**src/rtl/uie_pkg.sv**
```systemverilog
package uie_pkg;
  // register offsets on the device's parallel port
  localparam logic [7:0]  IRQ_EN_ADDR      = 8'h14;
  localparam logic [7:0]  EP_SEL_ADDR      = 8'h2c;
  // interrupt enable layout
  localparam logic [31:0] IRQ_EN_MASK      = 32'h03fffdff;
  localparam logic [31:0] IRQ_EN_BUSRST    = 32'h00000001;
  localparam logic [31:0] IRQ_EN_RESET     = 32'h00000000;
  localparam int          IRQ_EP_TX_LSB    = 13;
  localparam int          IRQ_EP_RX_LSB    = 12;
  localparam int          IRQ_CTRL_IN_BIT  = 11;
  localparam int          IRQ_CTRL_OUT_BIT = 10;
  localparam int          IRQ_SETUP_BIT    = 8;
  localparam int          IRQ_VBUS_BIT     = 7;
  localparam int          IRQ_DMA_BIT      = 6;
  localparam int          IRQ_SPEED_BIT    = 5;
  localparam int          IRQ_RESUME_BIT   = 4;
  localparam int          IRQ_SUSPEND_BIT  = 3;
  localparam int          IRQ_PSOF_BIT     = 2;
  localparam int          IRQ_SOF_BIT      = 1;
  localparam int          IRQ_BUSRST_BIT   = 0;
  // endpoint select layout
  localparam logic [7:0]  EP_SEL_MASK      = 8'h3f;
  localparam logic [7:0]  EP_SEL_RESET     = 8'h20;
  localparam int          EP_SETUP_BIT     = 5;
  localparam int          EP_NUM_LSB       = 1;
  localparam int          EP_DIR_BIT       = 0;
  // buffer decode
  typedef enum logic [2:0] {
    UIE_BUF_SETUP    = 3'b000,
    UIE_BUF_CTRL_OUT = 3'b001,
    UIE_BUF_CTRL_IN  = 3'b010,
    UIE_BUF_DATA_OUT = 3'b011,
    UIE_BUF_DATA_IN  = 3'b100,
    UIE_BUF_NONE     = 3'b101
  } uie_buf_t;
  // controller wishbone registers
  localparam logic [3:0]  WB_CMD_ADDR      = 4'h0;
  localparam logic [3:0]  WB_WDATA_ADDR    = 4'h4;
  localparam logic [3:0]  WB_RDATA_ADDR    = 4'h8;
  localparam logic [3:0]  WB_STAT_ADDR     = 4'hc;
  localparam int          CMD_GO_BIT       = 31;
  localparam int          CMD_WR_BIT       = 8;
  localparam int          ST_BUSY_BIT      = 0;
  localparam int          ST_EV_DONE_BIT   = 1;
  localparam int          ST_EV_ERR_BIT    = 2;
  localparam int          ST_MASK_LSB      = 8;
  // host wait times after an endpoint select write
  localparam int          CLK_PERIOD_PS    = 5000;
  localparam int          RD_WAIT_NS       = 190;
  localparam int          WR_WAIT_NS       = 100;
  localparam int          RD_WAIT_CYC      = (RD_WAIT_NS * 1000 + CLK_PERIOD_PS - 1) / CLK_PERIOD_PS;
  localparam int          WR_WAIT_CYC      = (WR_WAIT_NS * 1000 + CLK_PERIOD_PS - 1) / CLK_PERIOD_PS;
endpackage : uie_pkg

```
**src/rtl/uie_if.sv**
```systemverilog
`timescale 1ns/1ps
interface uie_if;
  logic [7:0]  addr;
  logic [31:0] wdata;
  logic [31:0] rdata;
  logic        wr;
  logic        rd;
  modport dev  (input addr, input wdata, input wr, input rd, output rdata);
  modport host (output addr, output wdata, output wr, output rd, input rdata);
endinterface : uie_if

```
**src/rtl/uie_sync.sv**
```systemverilog
`timescale 1ns/1ps
module uie_sync (
  input  wire logic clk,
  input  wire logic reset_n,
  input  wire logic din,
  output logic      dout
);
  logic [2:0] s_q;
  always_ff @(posedge clk or negedge reset_n) begin
    if (!reset_n) begin
      s_q  <= 3'h0;
      dout <= 1'b0;
    end else begin
      s_q <= {s_q[1:0], din};
      if (s_q[1] == s_q[2]) begin
        dout <= s_q[2];
      end
    end
  end
endmodule : uie_sync

```
**src/rtl/uie_dev.sv**
```systemverilog
`timescale 1ns/1ps
module uie_dev (
  input  wire logic      clk,
  input  wire logic      reset_n,
  uie_if.dev             bus,
  input  wire logic      usb_bus_reset,
  input  wire logic      global_irq_en,
  input  wire logic [31:0] irq_src,
  output logic           irq,
  output logic [31:0]    irq_source_enable,
  output logic [3:0]     endpoint_number,
  output logic           endpoint_dir,
  output logic           setup_buffer_select,
  output uie_pkg::uie_buf_t buf_sel
);
  logic        brst_s;
  logic        brst_q;
  logic [31:0] ien_q;
  logic [7:0]  sel_q;
  logic        brst_rise;
  uie_pkg::uie_buf_t buf_d;

  uie_sync u_brst (
    .clk     (clk),
    .reset_n (reset_n),
    .din     (usb_bus_reset),
    .dout    (brst_s)
  );

  always_ff @(posedge clk or negedge reset_n) begin
    if (!reset_n) brst_q <= 1'b0;
    else brst_q <= brst_s;
  end
  assign brst_rise = brst_s & ~brst_q;

  // interrupt enable register
  always_ff @(posedge clk or negedge reset_n) begin
    if (!reset_n) begin
      ien_q <= uie_pkg::IRQ_EN_RESET;
    end else if (brst_rise) begin
      ien_q <= uie_pkg::IRQ_EN_BUSRST;
    end else if (bus.wr && bus.addr == uie_pkg::IRQ_EN_ADDR) begin
      ien_q <= bus.wdata & uie_pkg::IRQ_EN_MASK;
    end
  end

  // endpoint select register
  always_ff @(posedge clk or negedge reset_n) begin
    if (!reset_n) begin
      sel_q <= uie_pkg::EP_SEL_RESET;
    end else if (brst_rise) begin
      sel_q <= sel_q & (8'h01 << uie_pkg::EP_SETUP_BIT);
    end else if (bus.wr && bus.addr == uie_pkg::EP_SEL_ADDR) begin
      sel_q <= bus.wdata[7:0] & uie_pkg::EP_SEL_MASK;
    end
  end

  // buffer decode
  always_comb begin
    buf_d = uie_pkg::UIE_BUF_NONE;
    if (sel_q[uie_pkg::EP_SETUP_BIT]) begin
      if (sel_q[4:0] == 5'h00) buf_d = uie_pkg::UIE_BUF_SETUP;
    end else if (sel_q[4:1] == 4'h0) begin
      buf_d = sel_q[0] ? uie_pkg::UIE_BUF_CTRL_IN : uie_pkg::UIE_BUF_CTRL_OUT;
    end else begin
      buf_d = sel_q[0] ? uie_pkg::UIE_BUF_DATA_IN : uie_pkg::UIE_BUF_DATA_OUT;
    end
  end

  // named enable fields
  localparam int NUM_EP_PAIRS = 7;
  logic [NUM_EP_PAIRS-1:0] endpoint_tx_irq_en;
  logic [NUM_EP_PAIRS-1:0] endpoint_rx_irq_en;
  logic                    ctrl_in_irq_en;
  logic                    ctrl_out_irq_en;
  logic                    setup_packet_irq_en;
  logic                    vbus_sense_irq_en;
  logic                    dma_reason_irq_en;
  logic                    speed_change_irq_en;
  logic                    resume_irq_en;
  logic                    suspend_irq_en;
  logic                    pseudo_frame_irq_en;
  logic                    frame_start_irq_en;
  logic                    bus_reset_irq_en;
  logic [31:0]             ien_fields;
  logic [31:0]             pending;
  logic [31:0]             rdata_d;

  // the pair map must stay inside the writable bits
  if (uie_pkg::IRQ_EN_MASK[uie_pkg::IRQ_EP_TX_LSB + 2 * NUM_EP_PAIRS - 2] != 1'b1) begin : g_bad_map
    $error("endpoint pair map exceeds enable register");
  end

  // endpoint pairs, endpoint 1 lowest
  for (genvar g = 0; g < NUM_EP_PAIRS; g++) begin : g_ep_en
    assign endpoint_tx_irq_en[g] = ien_q[uie_pkg::IRQ_EP_TX_LSB + 2 * g];
    assign endpoint_rx_irq_en[g] = ien_q[uie_pkg::IRQ_EP_RX_LSB + 2 * g];
  end

  // control endpoint fields
  assign ctrl_in_irq_en      = ien_q[uie_pkg::IRQ_CTRL_IN_BIT];
  assign ctrl_out_irq_en     = ien_q[uie_pkg::IRQ_CTRL_OUT_BIT];
  assign setup_packet_irq_en = ien_q[uie_pkg::IRQ_SETUP_BIT];
  // bus event fields
  assign vbus_sense_irq_en   = ien_q[uie_pkg::IRQ_VBUS_BIT];
  assign dma_reason_irq_en   = ien_q[uie_pkg::IRQ_DMA_BIT];
  assign speed_change_irq_en = ien_q[uie_pkg::IRQ_SPEED_BIT];
  assign resume_irq_en       = ien_q[uie_pkg::IRQ_RESUME_BIT];
  assign suspend_irq_en      = ien_q[uie_pkg::IRQ_SUSPEND_BIT];
  assign pseudo_frame_irq_en = ien_q[uie_pkg::IRQ_PSOF_BIT];
  assign frame_start_irq_en  = ien_q[uie_pkg::IRQ_SOF_BIT];
  assign bus_reset_irq_en    = ien_q[uie_pkg::IRQ_BUSRST_BIT];

  // enables rebuilt from the fields; reserved bits stay zero
  always_comb begin
    ien_fields = 32'h0;
    for (int k = 0; k < NUM_EP_PAIRS; k++) begin
      ien_fields[uie_pkg::IRQ_EP_TX_LSB + 2 * k] = endpoint_tx_irq_en[k];
      ien_fields[uie_pkg::IRQ_EP_RX_LSB + 2 * k] = endpoint_rx_irq_en[k];
    end
    ien_fields[uie_pkg::IRQ_CTRL_IN_BIT]  = ctrl_in_irq_en;
    ien_fields[uie_pkg::IRQ_CTRL_OUT_BIT] = ctrl_out_irq_en;
    ien_fields[uie_pkg::IRQ_SETUP_BIT]    = setup_packet_irq_en;
    ien_fields[uie_pkg::IRQ_VBUS_BIT]     = vbus_sense_irq_en;
    ien_fields[uie_pkg::IRQ_DMA_BIT]      = dma_reason_irq_en;
    ien_fields[uie_pkg::IRQ_SPEED_BIT]    = speed_change_irq_en;
    ien_fields[uie_pkg::IRQ_RESUME_BIT]   = resume_irq_en;
    ien_fields[uie_pkg::IRQ_SUSPEND_BIT]  = suspend_irq_en;
    ien_fields[uie_pkg::IRQ_PSOF_BIT]     = pseudo_frame_irq_en;
    ien_fields[uie_pkg::IRQ_SOF_BIT]      = frame_start_irq_en;
    ien_fields[uie_pkg::IRQ_BUSRST_BIT]   = bus_reset_irq_en;
  end

  // sources that are active and enabled
  assign pending = irq_src & ien_fields;

  // register read mux
  always_comb begin
    rdata_d = 32'h0;
    case (bus.addr)
      uie_pkg::IRQ_EN_ADDR: rdata_d = ien_fields;
      uie_pkg::EP_SEL_ADDR: rdata_d = {24'h0, sel_q};
      default:              rdata_d = 32'h0;
    endcase
  end

  // registered copy of the enables
  always_ff @(posedge clk or negedge reset_n) begin
    if (!reset_n) begin
      irq_source_enable <= 32'h0;
    end else begin
      irq_source_enable <= ien_q;
    end
  end

  // indexed register steering
  always_ff @(posedge clk or negedge reset_n) begin
    if (!reset_n) begin
      endpoint_number     <= 4'h0;
      endpoint_dir        <= 1'b0;
      setup_buffer_select <= 1'b1;
      buf_sel             <= uie_pkg::UIE_BUF_SETUP;
    end else begin
      endpoint_number     <= sel_q[4:1];
      endpoint_dir        <= sel_q[uie_pkg::EP_DIR_BIT];
      setup_buffer_select <= sel_q[uie_pkg::EP_SETUP_BIT];
      buf_sel             <= buf_d;
    end
  end

  // interrupt output
  always_ff @(posedge clk or negedge reset_n) begin
    if (!reset_n) begin
      irq <= 1'b0;
    end else begin
      irq <= global_irq_en && |pending;
    end
  end

  // register read port
  always_ff @(posedge clk or negedge reset_n) begin
    if (!reset_n) begin
      bus.rdata <= 32'h0;
    end else begin
      bus.rdata <= rdata_d;
    end
  end
endmodule : uie_dev

```
**src/flat_wrapper.sv**
```systemverilog
// flat-port wrapper written by rule: the top's interface ports become plain ports
module uie_dev_flat 
  (clk, reset_n, usb_bus_reset, global_irq_en, irq_src, irq, irq_source_enable, endpoint_number, endpoint_dir, setup_buffer_select, buf_sel, bus_addr, bus_wdata, bus_wr, bus_rd, bus_rdata);
  uie_if bus_i ();
  input  wire logic clk;
  input  wire logic reset_n;
  input  wire logic usb_bus_reset;
  input  wire logic global_irq_en;
  input  wire logic [31:0] irq_src;
  output logic irq;
  output logic [31:0] irq_source_enable;
  output logic [3:0] endpoint_number;
  output logic endpoint_dir;
  output logic setup_buffer_select;
  output uie_pkg::uie_buf_t buf_sel;
  input wire logic [$bits(bus_i.addr)-1:0] bus_addr;
  input wire logic [$bits(bus_i.wdata)-1:0] bus_wdata;
  input wire logic [$bits(bus_i.wr)-1:0] bus_wr;
  input wire logic [$bits(bus_i.rd)-1:0] bus_rd;
  output wire logic [$bits(bus_i.rdata)-1:0] bus_rdata;
  assign bus_i.addr = bus_addr;
  assign bus_i.wdata = bus_wdata;
  assign bus_i.wr = bus_wr;
  assign bus_i.rd = bus_rd;
  assign bus_rdata = bus_i.rdata;
  uie_dev u_core (.clk(clk), .reset_n(reset_n), .bus(bus_i), .usb_bus_reset(usb_bus_reset), .global_irq_en(global_irq_en), .irq_src(irq_src), .irq(irq), .irq_source_enable(irq_source_enable), .endpoint_number(endpoint_number), .endpoint_dir(endpoint_dir), .setup_buffer_select(setup_buffer_select), .buf_sel(buf_sel));
endmodule
```
**config.mk**
```make
export PLATFORM = sky130hd
export DESIGN_NAME = uie_dev_flat
export DESIGN_NICKNAME = d
export VERILOG_FILES = /design/src/rtl/uie_pkg.sv /design/src/rtl/uie_if.sv /design/src/rtl/uie_sync.sv /design/src/rtl/uie_dev.sv /design/src/flat_wrapper.sv
export SDC_FILE = /design/constraint.sdc
export NUM_CORES = 1
export LEC_CHECK = 0
export ABC_AREA = 1
export BUFFER_PORTS_ARGS = -buffer_cell sky130_fd_sc_hd__buf_2
export CORE_MARGIN = 2
export CORE_UTILIZATION = 51
export DETAILED_ROUTE_END_ITERATION = 7
export GPL_TIMING_DRIVEN = 0
export PLACE_DENSITY = 0.95
export RECOVER_POWER = 100
export SLEW_MARGIN = 5
export SYNTH_ARGS = -nofsm -noshare
export SYNTH_HDL_FRONTEND = slang
export SYNTH_SLANG_ARGS = --single-unit
export TNS_END_PERCENT = 50
```
**constraint.sdc**
```tcl
create_clock -name clk -period 2.8 [get_ports clk]
set_clock_uncertainty 0.05 [all_clocks]
set_input_delay 0.56 -clock clk [delete_from_list [all_inputs] [get_ports clk]]
set_output_delay 0.56 -clock clk [all_outputs]
set_load 0.01 [all_outputs]
```
==> results.cfg <==
[placement]
numPortBuffers = 122
routabilityCongestion = 0.7988
dpl.hpwl_um = 5939
place_ws_ns = 0.8060
place_inst = 566
place_area_um2 = 4323

[sta]
slew_viol_final = 0
tns_ns = 0
relSlewSlack_pct = 19.51
clock.fmax_mhz = 532.9
tightestPinTransition_ns = 1.207
hold_violations = 0
timing.final.crit_period_ns = 1.876
worst_slack_ns = 0.9236
rsz0062_at_grt = false
finalCritPeriodShare_pct = 67.01
finalSetupViolations = 0

[clock_tree]
cts-hold-fix-buffers = 0
cts_setup_buffers = 0
clock_tree.root_cell = clkbuf_8
cts_resized = 0
htreeDepth = 3
clk_path_buf_depth = 2
clkTransAtPathRegs_ns = 0.09
clock-sinks = 96
cts_tree = yes
clock_latency_ns = 0.36
cts-buffers-inserted = 9

[flow_run]
cap_violations = 0

[global_route]
grt_overflow = 0
grt_max_degree = 50
grtUsageTotal_pct = 21.82
grt_pass1_wl_um = 12500
grt_pass1_vias = 2744
grt_antenna_before_repair = 0

[layout]
final_cells = 582
final_net_count = 576
syn_to_final_growth_pct = 24.58
layout_common_cells = 100 x nand2_1, 94 x dfrtp_1, 72 x clkbuf_1
drive_above_1_share_pct = 18.53
fin_area_um2 = 4402
insertedDiodeCount = 0
layout_commonest_cell = nand2_1

[setup_path]
crit_required_ns = 3.05
crit_path_cell_trace = clkbuf_1 -> inv_1 -> nor3_1 -> nand3_1 -> nor2_1 -> nand2_1 -> nand2_1
start_kind = primary input
cp_slowest_cell = nor3_1
critPathTopFamily = simple AND/OR/NAND/NOR gates
critPathCaptureType = flop
arrival_ns = 2.12
crit_type = primary input to flop
cpMostUsedCell = nand2_1
worst-path-buf-inv = 2
max_stage_delay_ns = 0.50
cp_max_fo = 9

[power]
leakage_uw = 0.002349
power_uw = 2386
irDropWorstVdd_mv = 0.4249
power_density_nw_per_um2 = 542.1

[die]
ios = 152
start_util_pct = 52.30
rows = 30
die_x_um = 87.24
die_area_um2 = 7610
core_um2 = 6756
die_y_um = 87.24

[run_status]
status = finished clean

[detailed_routing]
wl_um = 8030
num_vias = 2826
wl_per_cell_um = 13.80
firstDrtPassIters = 4
via_per_inst = 4.856
drt_iter0_drc = 152
route.detailed.drc = 0
ant_nets = 0

[yosys]
ys_seq_area_share_pct = 68.06
synth.distinct_cells = 19
yosysWarnings = 0
syn_area_per_cell_um2 = 10.10
synth.cell_area_um2 = 3533
syn_inst = 350
ys_ff_latch = 96

[hold_path]
hold_class = primary input to flop
## synthesized netlist by cell type
cell      number  area share, %
o21ai_0       14            2.0
nand2_1      100             11
nand4_1        3           0.53
maj3_1         1           0.28
conb_1         1           0.11
ha_1           1           0.35
a21oi_1        1           0.14
buf_2          6           0.85
nor2_1        31            3.3
clkbuf_1       4           0.42
clkinv_1       1           0.11
inv_1         35            3.7
nand3_2        1           0.28
dfstp_2        2            1.5
nor3_2         1           0.28
nand3_1       39            5.5
buf_4         14            3.0
nor3_4         1           0.46
dfrtp_1       94             67
## area by class of cell
cell class | instances | area (um2)
timing repair buffer | 123 | 560.5
inverter | 36 | 135.1
clock buffer | 11 | 131.4
multi-input combinational | 207 | 882.1
clock inverter | 5 | 42.54
tap | 80 | 100.1
buffer | 24 | 145.1
sequential | 96 | 2405
fill | 571 | 2355
## worst reg2reg max path, delay by kind of cell (launching register included)
kind,cells,cell delay (ns)
and+or+nand+nor,2,0.31
buffers and inverters,3,0.66
DFF,1,0.38
AOI/OAI and AO/OA,1,0.10
## final timing paths
check	from	endpoint	slack, ns	cells after the start
max in group asynchronous	reset_n	u_core.u_brst.s_q[0]	1.50	2
max	bus_addr[5]	u_core.sel_q[3]	0.92	7
min in group asynchronous	reset_n	u_core.bus.rdata[11]	0.38	1
min	usb_bus_reset	u_core.u_brst.s_q[0]	0.26	1
max reg2reg	u_core.u_brst.dout	u_core.sel_q[1]	1.17	6
min reg2reg	u_core.u_brst.s_q[0]	u_core.u_brst.s_q[1]	0.30	0
## registers in the layout, indices dropped and copies added, names as in the netlist
signal                      count
u_core.ien_q                   25
u_core.brst_q                   1
u_core.u_brst.dout              1
u_core.buf_sel                  3
u_core.irq                      1
u_core.endpoint_dir             1
u_core.irq_source_enable       25
u_core.endpoint_number          4
u_core.u_brst.s_q               3
u_core.sel_q                    6
u_core.bus.rdata               25
u_core.setup_buffer_select      1
## stage by stage
step / hold WS (ns) / util (%)
floorplan: 0.2144 / -
global placement: 0.2858 / 63.54
detailed placement: 0.2958 / 63.98
CTS: 0.1654 / 66.56
global route: 0.2437 / 65.15
finish: 0.2635 / 65.15
## power breakdown
part	total [uW]	leakage, uW	internal [uW]	switching (uW)
clock	808	0.0000845	333	475
sequential	1420	0.00131	1410	11.8
combinational	161	0.000951	63.6	97.4
## cell families (layout without fill, tap and decap cells)
group | Yosys count | in the layout | synth area share, %
AND/OR/NAND/NOR | 176 | 176 | 21.00
AO/OA/AOI/OAI | 15 | 15 | 2.125
buffers and inverters | 60 | 199 | 8.074
other | 1 | 14 | 0.1061
flip-flops | 96 | 96 | 68.06
adder cells (fa/ha/maj) | 2 | 2 | 0.6373
## per-layer routing
layer	GRT usage (%)	vias to the layer above	part of all wire (%)
met1	26.42	1335	40
met4	10.21	0	1.9
met2	36.50	125	50
met3	5.782	15	7.4
met5	0	-	0
li1	-	1351	-
No activity file was read; power rests on OpenSTA's default activity.
